--- src/logic/bst_pkg.sv ---
package bst_pkg;

	////////////////////////////////////////////////////////////////////////
	// instruction register
	localparam int         IR_W       = 3;
	localparam logic [2:0] IR_EXTEST  = 3'h0;
	localparam logic [2:0] IR_IDCODE  = 3'h1;
	localparam logic [2:0] IR_SAMPLE  = 3'h2;
	localparam logic [2:0] IR_CLAMP   = 3'h3;
	localparam logic [2:0] IR_HIGHZ   = 3'h4;
	localparam logic [2:0] IR_BYPASS  = 3'h7;
	localparam logic [2:0] IR_CAPTURE = 3'h1;
	localparam logic [2:0] IR_RESET   = IR_IDCODE;

	////////////////////////////////////////////////////////////////////////
	// identification word layout
	localparam int ID_W     = 32;
	localparam int ID_REV_W = 4;
	localparam int ID_DEV_W = 16;
	localparam int ID_MFR_W = 11;

	////////////////////////////////////////////////////////////////////////
	// pin synchroniser: bit0 clock, bit1 mode select, bit2 data, bit3 reset
	localparam int         PIN_W       = 4;
	localparam int         PIN_TCK     = 0;
	localparam int         PIN_TMS     = 1;
	localparam int         PIN_TDI     = 2;
	localparam int         PIN_TRST    = 3;
	localparam logic [3:0] PIN_RST_VAL = 4'h2;
	localparam logic [2:0] TMS_RUN_LEN = 3'h5;

	////////////////////////////////////////////////////////////////////////
	// controller states and pad modes
	typedef enum logic [15:0] {
		ST_RESET  = 16'h0001,
		ST_IDLE   = 16'h0002,
		ST_SELDR  = 16'h0004,
		ST_CAPDR  = 16'h0008,
		ST_SHDR   = 16'h0010,
		ST_EX1DR  = 16'h0020,
		ST_PAUSDR = 16'h0040,
		ST_EX2DR  = 16'h0080,
		ST_UPDDR  = 16'h0100,
		ST_SELIR  = 16'h0200,
		ST_CAPIR  = 16'h0400,
		ST_SHIR   = 16'h0800,
		ST_EX1IR  = 16'h1000,
		ST_PAUSIR = 16'h2000,
		ST_EX2IR  = 16'h4000,
		ST_UPDIR  = 16'h8000
	} bst_state_t;

	typedef enum logic [2:0] {
		PAD_NORMAL = 3'h1,
		PAD_BSR    = 3'h2,
		PAD_HIZ    = 3'h4
	} bst_pad_mode_t;

endpackage

--- src/logic/bst_sync.sv ---
`timescale 1ns/10ps

module bst_sync #(
	parameter int             W       = 1,
	parameter logic [W-1:0]   RST_VAL = '0
) (
	// clock and reset
	input  wire logic         clk,
	input  wire logic         rst_n,
	// levels
	input  wire logic [W-1:0] d,
	output logic      [W-1:0] q
);

	// first stage feeds the second stage only
	logic [W-1:0] meta_q;

	always_ff @(posedge clk)
	begin
		if (!rst_n)
		begin
			meta_q <= RST_VAL;
			q      <= RST_VAL;
		end
		else
		begin
			meta_q <= d;
			q      <= meta_q;
		end
	end

endmodule // bst_sync

--- src/logic/bst_bsr.sv ---
`timescale 1ns/10ps

module bst_bsr #(
	parameter int             W = 8
) (
	// clock and reset
	input  wire logic         clk,
	input  wire logic         rst_n,
	// scan controls, one-cycle pulses
	input  wire logic         captureEn,
	input  wire logic         shiftEn,
	input  wire logic         updateEn,
	// data
	input  wire logic [W-1:0] captureData,
	input  wire logic         serialIn,
	output logic              serialOut,
	output logic      [W-1:0] parallelOut
);

	logic [W-1:0] shift_q;

	always_ff @(posedge clk)
	begin
		if (!rst_n)
			shift_q <= '0;
		else if (captureEn)
			shift_q <= captureData;
		else if (shiftEn)
			shift_q <= {serialIn, shift_q[W-1:1]};
	end

	// update latch keeps pads steady while the chain moves
	always_ff @(posedge clk)
	begin
		if (!rst_n)
			parallelOut <= '0;
		else if (updateEn)
			parallelOut <= shift_q;
	end

	assign serialOut = shift_q[0];

endmodule // bst_bsr

--- src/logic/bst_tap.sv ---
`timescale 1ns/10ps

// Functional notes
// - state moves only on test clock rising edges, steered by mode select, or to reset while reset pin is low
// - reset pin low forces reset state and IDCODE; pads stay normal
// - five rising edges with mode select high reach the reset state
// - select-DR holds registers; low goes capture-DR, high select-IR
// - capture-DR loads the selected register; then shift-DR or exit1-DR
// - shift-DR shifts selected register toward data out; others hold
// - exit1-DR goes update-DR on high, pause-DR on low
// - pause-DR holds on low; exit2-DR goes update-DR or shift-DR
// - update-DR falling edge latches chain; next idle or select-DR
// - select-IR holds all; low capture-IR, high back to reset state
// - capture-IR loads 001, then exit1-IR on high or shift-IR on low
// - shift-IR shifts instruction bits per edge; others hold
// - exit1-IR, pause-IR and exit2-IR follow mode select as listed
// - update-IR falling edge makes shifted instruction current
// - three-bit instruction decode; unused codes select bypass
// - sample/preload captures pins and preloads without touching pads
// - extest captures inputs and drives pads from updated chain
// - sample, idcode, bypass and unused codes return pads to normal at update-IR rise
// - bypass puts a single one-bit stage between data pins
// - IDCODE selects 32-bit id word, captured then shifted, bit0 one
// - highz floats every output from update-IR rise, bypass selected
// - clamp drives pads from chain latches with bypass selected
module bst_tap #(
	parameter int                    N_IN   = 8,
	parameter int                    N_OUT  = 8,
	// arbitrary neutral identification values
	parameter logic [3:0]            ID_REV = 4'h0,
	parameter logic [15:0]           ID_DEV = 16'h0001,
	parameter logic [10:0]           ID_MFR = 11'h001
) (
	// clock and reset
	input  wire logic                clk,
	input  wire logic                rst_n,
	// test access pins
	input  wire logic                testClockPin,
	input  wire logic                testModeSelectPin,
	input  wire logic                testDataInPin,
	input  wire logic                testResetPin_n,
	output logic                     testDataOutPin,
	output logic                     testDataOutEn,
	// core side
	input  wire logic [N_OUT-1:0]    sysOut,
	input  wire logic [N_OUT-1:0]    sysOutEn,
	output logic      [N_IN-1:0]     coreIn,
	// pads
	input  wire logic [N_IN-1:0]     padIn,
	output logic      [N_OUT-1:0]    padOut,
	output logic      [N_OUT-1:0]    padOutEn
);

	localparam int BSR_W = N_IN + N_OUT;

	////////////////////////////////////////////////////////////////////////
	// pin sampling and clock edge detection

	logic [bst_pkg::PIN_W-1:0] pinS;
	logic                      tckS;
	logic                      tmsS;
	logic                      tdiS;
	logic                      trstS_n;
	logic                      tckPrev_q;
	logic                      riseEv;
	logic                      fallEv;

	bst_sync #(
		.W       (bst_pkg::PIN_W),
		.RST_VAL (bst_pkg::PIN_RST_VAL)
	) u_pinSync (
		.clk   (clk),
		.rst_n (rst_n),
		.d     ({testResetPin_n, testDataInPin,
		         testModeSelectPin, testClockPin}),
		.q     (pinS)
	);

	// pad inputs reach the core through the same two stages
	bst_sync #(
		.W       (N_IN),
		.RST_VAL ('0)
	) u_padSync (
		.clk   (clk),
		.rst_n (rst_n),
		.d     (padIn),
		.q     (coreIn)
	);

	assign tckS    = pinS[bst_pkg::PIN_TCK];
	assign tmsS    = pinS[bst_pkg::PIN_TMS];
	assign tdiS    = pinS[bst_pkg::PIN_TDI];
	assign trstS_n = pinS[bst_pkg::PIN_TRST];

	always_ff @(posedge clk)
	begin
		if (!rst_n)
			tckPrev_q <= 1'b0;
		else
			tckPrev_q <= tckS;
	end

	assign riseEv = tckS & ~tckPrev_q;
	assign fallEv = ~tckS & tckPrev_q;

	////////////////////////////////////////////////////////////////////////
	// controller

	bst_pkg::bst_state_t state_q;
	bst_pkg::bst_state_t state_d;

	always_comb
	begin
		state_d = state_q;
		unique case (state_q)
			bst_pkg::ST_RESET:  state_d = tmsS ? bst_pkg::ST_RESET
			                                   : bst_pkg::ST_IDLE;
			bst_pkg::ST_IDLE:   state_d = tmsS ? bst_pkg::ST_SELDR
			                                   : bst_pkg::ST_IDLE;
			bst_pkg::ST_SELDR:  state_d = tmsS ? bst_pkg::ST_SELIR
			                                   : bst_pkg::ST_CAPDR;
			bst_pkg::ST_CAPDR:  state_d = tmsS ? bst_pkg::ST_EX1DR
			                                   : bst_pkg::ST_SHDR;
			bst_pkg::ST_SHDR:   state_d = tmsS ? bst_pkg::ST_EX1DR
			                                   : bst_pkg::ST_SHDR;
			bst_pkg::ST_EX1DR:  state_d = tmsS ? bst_pkg::ST_UPDDR
			                                   : bst_pkg::ST_PAUSDR;
			bst_pkg::ST_PAUSDR: state_d = tmsS ? bst_pkg::ST_EX2DR
			                                   : bst_pkg::ST_PAUSDR;
			bst_pkg::ST_EX2DR:  state_d = tmsS ? bst_pkg::ST_UPDDR
			                                   : bst_pkg::ST_SHDR;
			bst_pkg::ST_UPDDR:  state_d = tmsS ? bst_pkg::ST_SELDR
			                                   : bst_pkg::ST_IDLE;
			bst_pkg::ST_SELIR:  state_d = tmsS ? bst_pkg::ST_RESET
			                                   : bst_pkg::ST_CAPIR;
			bst_pkg::ST_CAPIR:  state_d = tmsS ? bst_pkg::ST_EX1IR
			                                   : bst_pkg::ST_SHIR;
			bst_pkg::ST_SHIR:   state_d = tmsS ? bst_pkg::ST_EX1IR
			                                   : bst_pkg::ST_SHIR;
			bst_pkg::ST_EX1IR:  state_d = tmsS ? bst_pkg::ST_UPDIR
			                                   : bst_pkg::ST_PAUSIR;
			bst_pkg::ST_PAUSIR: state_d = tmsS ? bst_pkg::ST_EX2IR
			                                   : bst_pkg::ST_PAUSIR;
			bst_pkg::ST_EX2IR:  state_d = tmsS ? bst_pkg::ST_UPDIR
			                                   : bst_pkg::ST_SHIR;
			bst_pkg::ST_UPDIR:  state_d = tmsS ? bst_pkg::ST_SELDR
			                                   : bst_pkg::ST_IDLE;
			default:            state_d = bst_pkg::ST_RESET;
		endcase
	end

	// the sampled reset pin wins over any clock edge
	always_ff @(posedge clk)
	begin
		if (!rst_n || !trstS_n)
			state_q <= bst_pkg::ST_RESET;
		else if (riseEv)
			state_q <= state_d;
	end

	////////////////////////////////////////////////////////////////////////
	// instruction register

	logic [bst_pkg::IR_W-1:0] irShift_q;
	logic [bst_pkg::IR_W-1:0] ir_q;
	logic                     selBsr;
	logic                     selId;
	logic                     selByp;

	always_ff @(posedge clk)
	begin
		if (!rst_n)
			irShift_q <= bst_pkg::IR_CAPTURE;
		else if (riseEv && state_q == bst_pkg::ST_CAPIR)
			irShift_q <= bst_pkg::IR_CAPTURE;
		else if (riseEv && state_q == bst_pkg::ST_SHIR)
			irShift_q <= {tdiS, irShift_q[bst_pkg::IR_W-1:1]};
	end

	always_ff @(posedge clk)
	begin
		if (!rst_n || state_q == bst_pkg::ST_RESET)
			ir_q <= bst_pkg::IR_RESET;
		else if (fallEv && state_q == bst_pkg::ST_UPDIR)
			ir_q <= irShift_q;
	end

	// codes 5 and 6 fall through to bypass
	assign selBsr = (ir_q == bst_pkg::IR_EXTEST)
	             || (ir_q == bst_pkg::IR_SAMPLE);
	assign selId  = (ir_q == bst_pkg::IR_IDCODE);
	assign selByp = !selBsr && !selId;

	////////////////////////////////////////////////////////////////////////
	// data registers

	logic                  capDr;
	logic                  shDr;
	logic                  bypass_q;
	logic [bst_pkg::ID_W-1:0] idShift_q;
	logic                  bsrSerial;
	logic [BSR_W-1:0]      bsrPar;

	assign capDr = riseEv && state_q == bst_pkg::ST_CAPDR;
	assign shDr  = riseEv && state_q == bst_pkg::ST_SHDR;

	always_ff @(posedge clk)
	begin
		if (!rst_n)
			bypass_q <= 1'b0;
		else if (capDr && selByp)
			bypass_q <= 1'b0;
		else if (shDr && selByp)
			bypass_q <= tdiS;
	end

	always_ff @(posedge clk)
	begin
		if (!rst_n)
			idShift_q <= '0;
		else if (capDr && selId)
			idShift_q <= {ID_REV, ID_DEV, ID_MFR, 1'b1};
		else if (shDr && selId)
			idShift_q <= {tdiS, idShift_q[bst_pkg::ID_W-1:1]};
	end

	// input cells low, output cells high; shifting never touches pads
	bst_bsr #(
		.W (BSR_W)
	) u_bsr (
		.clk         (clk),
		.rst_n       (rst_n),
		.captureEn   (capDr && selBsr),
		.shiftEn     (shDr && selBsr),
		.updateEn    (fallEv && state_q == bst_pkg::ST_UPDDR
		              && selBsr),
		.captureData ({sysOut, coreIn}),
		.serialIn    (tdiS),
		.serialOut   (bsrSerial),
		.parallelOut (bsrPar)
	);

	////////////////////////////////////////////////////////////////////////
	// serial output, changes on the falling test clock edge

	always_ff @(posedge clk)
	begin
		if (!rst_n)
		begin
			testDataOutPin <= 1'b0;
			testDataOutEn  <= 1'b0;
		end
		else if (fallEv)
		begin
			testDataOutEn <= state_q == bst_pkg::ST_SHDR
			              || state_q == bst_pkg::ST_SHIR;
			if (state_q == bst_pkg::ST_SHIR)
				testDataOutPin <= irShift_q[0];
			else if (selBsr)
				testDataOutPin <= bsrSerial;
			else if (selId)
				testDataOutPin <= idShift_q[0];
			else
				testDataOutPin <= bypass_q;
		end
	end

	////////////////////////////////////////////////////////////////////////
	// pad control

	bst_pkg::bst_pad_mode_t padMode_q;

	// mode switches on the rising edge that leaves update-IR;
	// the reset state always hands the pads back to the core
	always_ff @(posedge clk)
	begin
		if (!rst_n || !trstS_n || state_q == bst_pkg::ST_RESET)
			padMode_q <= bst_pkg::PAD_NORMAL;
		else if (riseEv && state_q == bst_pkg::ST_UPDIR)
		begin
			if (ir_q == bst_pkg::IR_EXTEST || ir_q == bst_pkg::IR_CLAMP)
				padMode_q <= bst_pkg::PAD_BSR;
			else if (ir_q == bst_pkg::IR_HIGHZ)
				padMode_q <= bst_pkg::PAD_HIZ;
			else
				padMode_q <= bst_pkg::PAD_NORMAL;
		end
	end

	always_ff @(posedge clk)
	begin
		if (!rst_n)
		begin
			padOut   <= '0;
			padOutEn <= '0;
		end
		else
		begin
			unique case (padMode_q)
				bst_pkg::PAD_BSR:
				begin
					padOut   <= bsrPar[N_IN +: N_OUT];
					padOutEn <= '1;
				end
				bst_pkg::PAD_HIZ:
				begin
					padOut   <= sysOut;
					padOutEn <= '0;
				end
				default:
				begin
					padOut   <= sysOut;
					padOutEn <= sysOutEn;
				end
			endcase
		end
	end

	////////////////////////////////////////////////////////////////////////
	// checks

	// count of consecutive rising edges with mode select high
	logic [2:0] tmsRun_q;

	always_ff @(posedge clk)
	begin
		if (!rst_n)
			tmsRun_q <= 3'h0;
		else if (riseEv)
			tmsRun_q <= !tmsS ? 3'h0 :
			            (tmsRun_q == bst_pkg::TMS_RUN_LEN) ? tmsRun_q
			                                               : tmsRun_q + 3'h1;
	end

	a_five_tms: assert property (
		@(posedge clk) disable iff (!rst_n)
		tmsRun_q == bst_pkg::TMS_RUN_LEN |-> state_q == bst_pkg::ST_RESET)
		else $error("five high mode select edges did not reach reset");

	a_trst_idcode: assert property (
		@(posedge clk) disable iff (!rst_n)
		!trstS_n |=> state_q == bst_pkg::ST_RESET ##1
		ir_q == bst_pkg::IR_IDCODE)
		else $error("reset pin did not force reset state and idcode");

	a_no_move: assert property (
		@(posedge clk) disable iff (!rst_n)
		!riseEv && trstS_n |=> $stable(state_q))
		else $error("state changed without a test clock rise");

	a_capir_load: assert property (
		@(posedge clk) disable iff (!rst_n)
		riseEv && state_q == bst_pkg::ST_CAPIR |=> irShift_q == 3'h1)
		else $error("capture-IR did not load the fixed pattern");

	a_seldr_hold: assert property (
		@(posedge clk) disable iff (!rst_n)
		state_q == bst_pkg::ST_SELDR |=> $stable(irShift_q)
		&& $stable(bypass_q) && $stable(idShift_q))
		else $error("registers changed in select-DR");

	a_bypass_shift: assert property (
		@(posedge clk) disable iff (!rst_n)
		shDr && selByp |=> bypass_q == $past(tdiS))
		else $error("bypass stage did not take the data input");

	a_exit1_next: assert property (
		@(posedge clk) disable iff (!rst_n)
		riseEv && trstS_n && state_q == bst_pkg::ST_EX1DR |=>
		state_q == ($past(tmsS) ? bst_pkg::ST_UPDDR : bst_pkg::ST_PAUSDR))
		else $error("exit1-DR went to the wrong state");

	a_ir_update: assert property (
		@(posedge clk) disable iff (!rst_n)
		fallEv && state_q == bst_pkg::ST_UPDIR |=> ir_q == $past(irShift_q))
		else $error("instruction not latched in update-IR");

	a_highz_float: assert property (
		@(posedge clk) disable iff (!rst_n)
		riseEv && trstS_n && state_q == bst_pkg::ST_UPDIR
		&& ir_q == bst_pkg::IR_HIGHZ ##1 trstS_n |=> padOutEn == '0)
		else $error("highz did not float the outputs");

	a_id_capture: assert property (
		@(posedge clk) disable iff (!rst_n)
		capDr && selId |=> idShift_q[0] == 1'b1)
		else $error("identification word bit 0 not one");

endmodule // bst_tap

--- config.mk ---
export PLATFORM = sky130hd
export DESIGN_NAME = bst_tap
export DESIGN_NICKNAME = d
export VERILOG_FILES = /design/src/logic/bst_pkg.sv /design/src/logic/bst_sync.sv /design/src/logic/bst_bsr.sv /design/src/logic/bst_tap.sv
export SDC_FILE = /design/constraint.sdc
export NUM_CORES = 1
export LEC_CHECK = 0
export BUFFER_PORTS_ARGS = -buffer_cell sky130_fd_sc_hd__buf_2
export CORE_ASPECT_RATIO = 1.75
export CORE_MARGIN = 2
export CORE_UTILIZATION = 37
export DETAILED_ROUTE_END_ITERATION = 8
export GPL_TIMING_DRIVEN = 0
export PLACE_DENSITY = 0.61
export SETUP_SLACK_MARGIN = 0.5
export SYNTH_ARGS = -nofsm -noshare
export SYNTH_HDL_FRONTEND = slang
export SYNTH_HIERARCHICAL = 1
export SYNTH_SLANG_ARGS = --single-unit
export TNS_END_PERCENT = 20
--- constraint.sdc ---
create_clock -name clk -period 6 [get_ports clk]
set_input_delay 0.9 -clock clk [delete_from_list [all_inputs] [get_ports clk]]
set_output_delay 0.9 -clock clk [all_outputs]
set_load 0.1 [all_outputs]
Word-level counts from Yosys, hierarchy flattened
Cells that the tools add are included.

cells by class
  equality and inequality tests = 22
  mux-type cells = 24
  bitwise operators = 5
  reductions and logical operators = 34

operator list
  cell                                                                      number
  16-bit case mux with 12 select lines                                      1
  16-bit two-way mux                                                        4
  13-bit two-way mux                                                        3
  9-bit two-way mux                                                         2
  16-bit by 1-bit equality test with 1-bit output (second input constant)   1
  16-bit by 10-bit equality test with 1-bit output (second input constant)  1
  16-bit by 11-bit equality test with 1-bit output (second input constant)  1
  16-bit by 12-bit equality test with 1-bit output (second input constant)  1
  16-bit by 13-bit equality test with 1-bit output (second input constant)  1
  16-bit by 14-bit equality test with 1-bit output (second input constant)  1
  16-bit by 15-bit equality test with 1-bit output (second input constant)  1
  16-bit equality test (second input constant)                              1
  16-bit by 2-bit equality test with 1-bit output (second input constant)   1
  16-bit by 3-bit equality test with 1-bit output (second input constant)   1
  16-bit by 4-bit equality test with 1-bit output (second input constant)   1
  16-bit by 5-bit equality test with 1-bit output (second input constant)   1
  16-bit by 6-bit equality test with 1-bit output (second input constant)   1
  16-bit by 7-bit equality test with 1-bit output (second input constant)   1
  16-bit by 8-bit equality test with 1-bit output (second input constant)   1
  16-bit by 9-bit equality test with 1-bit output (second input constant)   1
  8-bit two-way mux                                                         2
  8-bit case mux with 2 select lines                                        1
  1-bit logical AND                                                         15
  15-bit two-way mux                                                        1
  other kinds (17)                                                          40

word-level totals
  flip-flop bits (word level) = 133
  logic and storage cells = 103

Depth between registers and ports, before layout
  depth after elaboration = 6
  gate-level depth with buffers = 9

By module
Netlist, hierarchy kept.

by module, submodules not included
  module                 instances  cells each  area each (um2)  seq. area each (um2)
  bst_tap                1          436         3444.6           1541.5
  bst_bsr                1          122         1448.9           640.6
  bst_sync at u_padSync  1          33          446.7            320.3
  bst_sync at u_pinSync  1          16          210.2            160.2

Worst setup path before layout
Ideal clock, no wire load.

  kind = reg2reg
  start point = register state_q[4]
  end point = register u_bsr.shift_q[7]
  library setup time = 0.116 ns
  data arrival time = 2.341 ns
  required time = 5.884 ns
  slack = 3.543 ns
  stages on the path, launching flop included = 9
  buffers on the path = 2
  cells stage by stage = dfxtp_1 -> buf_2 -> nor4_4 -> nand4b_1 -> or3_1 -> nor3_1 -> clkbuf_1 -> or2b_1 -> o211a_1

on the way
  word-level cells in the longest chain between the ends = 4
  elaborated cells between the ends (all ways) = 8
  classes of those cells = 2 x eq/ne; 1 x mux; 5 x reduce/logical

RTL lines
  item                                                                                                                RTL line                        text
  from (decl)                                                                                                         bst_tap.sv:109                  bst_pkg::bst_state_t state_q;
  from (signal assigned)                                                                                              bst_tap.sv:156                  state_q <= bst_pkg::ST_RESET;
  from (signal assigned)                                                                                              bst_tap.sv:158                  state_q <= state_d;
  16-bit by 4-bit equality test with 1-bit output or 16-bit by 5-bit equality test with 1-bit output (tied branches)  bst_tap.sv:204, bst_tap.sv:205
  1-bit logical AND, on equally long branches                                                                         bst_tap.sv:204, bst_tap.sv:205
  1-bit logical AND, on equally long branches                                                                         bst_tap.sv:233, bst_tap.sv:234
  16-bit two-way mux or 2-bit nonzero test (tied branches)                                                            n/a
  to (signal assigned)                                                                                                bst_bsr.sv:27                   shift_q <= captureData;
  to (signal assigned)                                                                                                bst_bsr.sv:29                   shift_q <= {serialIn, shift_q[W-1:1]};
  to (decl)                                                                                                           bst_bsr.sv:20                   logic [W-1:0] shift_q;

Parallel ways exist; a longest one is shown, timed or not.
A chain may end at the register's enable or synchronous reset.

Worst setup path after layout
Ends and elaborated chain as after synthesis.

==> results.yml <==
floorplanning:
  rows: 57
  start_util_pct: 37.8
  dieArea_um2: 15200
  core_um2: 13900
  dieHeight_um: 162
  io_pins: 56
  die_w_um: 94.1
global_routing:
  antenna_found_initial: 0
  grt_pass1_vias: 4408
  grt_max_degree: 21
  track_usage_pct: 17.2
  grt_pass1_wl_um: 20700
  grt_overflow: 0
timing:
  fmax_mhz: 326
  slew_viol_final: 0
  post-route-min-period_ns: 3.07
  fin_ws_ns: 2.93
  fin_crit_sh_pct: 51.2
  setup_viol: 0
  rsz0062_at_grt: "false"
  tightest_slew_ns: 0.599
  finClkSkew_ns: 0.00770
  final-hold-violation-count: 0
  slew_headroom_pct: 60.1
  finalSetupTns_ns: 0
setup_path:
  slowest_stage: "nor4_4"
  crit_required_ns: 6.31
  cp_max_fo: 10
  crit_type: "flop to flop"
  worstPathCellList: "buf_2 -> nor4_4 -> nand4b_1 -> or3_1 -> nor3_1 -> clkbuf_1 -> or2b_1 -> o211a_1"
  start_kind: "flop"
  worstPathArrival_ns: 3.37
  max_stage_delay_ns: 0.56
  endpoint_kind: "flop"
placement:
  place_ws_ns: 2.96
  globalplace.congestion: 0.928
  dp.cells: 815
  post_dp_cell_area_um2: 5760
  hpwl_um: 9130
  numPortBuffers: 55
clock_tree:
  root_buffer: "clkbuf_16"
  clock_sinks: 125
  numCtsBuffers: 17
  clkSlewWorstSetupHoldPaths_ns: 0.06
  cts_setup_buffers: 0
  cts_tree: "built"
  cts_buffer_depth: 2
  h-tree-depth: 4
  cts_hold_buffers: 0
  clk_latency_ns: 0.41
  cts_resized: 0
layout:
  regArea_um2: 2500
  n_antenna_cell: 0
  synthToLayoutAreaGrowth_pct: 21.8
  fill_cells: 1344
  final_design_area_no_fill_um2: 6410
  utilization_pct: 46.1
  finalNonFillerCells: 846
  drive_above_1_share_pct: 22.6
  fin_nets: 687
  multi_input_area_um2: 2510
synthesis:
  avgSynthCellArea_um2: 9.02
  syn_inst: 583
  syn_nets: 613
  synth_warnings: 6
  synthesis.area_um2: 5260
route:
  wl_per_cell_um: 14.8
  ant_nets: 0
  drc_errors: 0
  firstDrtPassIters: 7
  wl_um: 12600
  drt_iter0_drc: 232
  num_vias: 4361
  viasPerCell: 5.15
power_and_ir_drop:
  ir_drop_v: 0.000195
  powerDensity_nw_per_um2: 330
  leakagePower_nw: 2.62
flow_run:
  maxCapViolCount: 0
worst_hold_path:
  min_path_type: "flop to flop"
outcome:
  run_status: "finished, final reports clean"
-- sequential cells by signal, indices dropped and copies added (netlist names) --
register	count
bypass_q	1
idShift_q	32
irShift_q	3
ir_q	3
padMode_q	3
padOut	8
padOutEn	8
state_q	16
tckPrev_q	1
testDataOutEn	1
testDataOutPin	1
u_bsr/parallelOut	8
u_bsr/shift_q	16
u_padSync/meta_q	8
u_padSync/q	8
u_pinSync/meta_q	4
u_pinSync/q	4
-- layout make-up --
cell class / instances / share of cell area [%]
multi-input cells: 414 / 39.2
clock buffers: 18 / 6.85
flip-flops and latches: 125 / 39.0
clock inverters: 13 / 3.32
inverters: 2 / 0.117
repair buffers: 55 / 4.30
well taps: 177 / 3.46
plain buffers: 42 / 3.73
-- routing by layer --
| metal | part of all wire [%] | track usage (%) | vias up |
|---|---|---|---|
| met4 | 4.0 | 9.49 | 0 |
| met3 | 3.9 | 3.80 | 42 |
| met5 | 0 | 0 | - |
| met2 | 54 | 31.5 | 130 |
| met1 | 38 | 17.6 | 2031 |
| li1 | - | - | 2158 |
-- worst paths after layout --
path                                     startpoint                to  slack, ns  cells after the start
worst max-delay path                     state_q[4]  u_bsr/shift_q[7]       2.93                      8
worst max register to register           state_q[4]  u_bsr/shift_q[7]       2.93                      8
worst min-delay path            u_pinSync/meta_q[1]    u_pinSync/q[1]       0.42                      1
worst min register to register  u_pinSync/meta_q[1]    u_pinSync/q[1]       0.42                      1
-- critical path, delay by kind of cell (launching register included) --
kind,cells,cell delay (ns)
compound gates,1,0.12
flops,1,0.29
buf+inv,2,0.64
simple gates,5,1.91
-- through the flow --
step / hold slack, ns / total power, mW
floorplan: 0.386 / 0.964
global placement: 0.412 / 0.996
detailed placement: 0.412 / 0.997
CTS: 0.423 / 2.13
global route: 0.455 / 2.18
finish: 0.421 / 2.12
-- power breakdown --
group,internal [mW],switching (mW),total [mW]
Clock,0.749,0.388,1.14
Sequential,0.848,0.00898,0.857
Combinational,0.0299,0.0924,0.122
-- layout by cell type, fill, tap and decap left out, drive strengths merged, types with 4 or more instances in the layout --
cell      n
mux2     16
bufinv    5
o21ai    16
a21oi    68
dfxtp   125
nand3    12
clkbuf   35
nor3      8
and2     25
nand2b   24
nor2b    18
mux2i    11
nor4      9
nand2   114
buf      80
nor4b     6
inv       4
nor2     25
nand4     6
o211a    16
No activity file was read; power rests on OpenSTA's default activity.
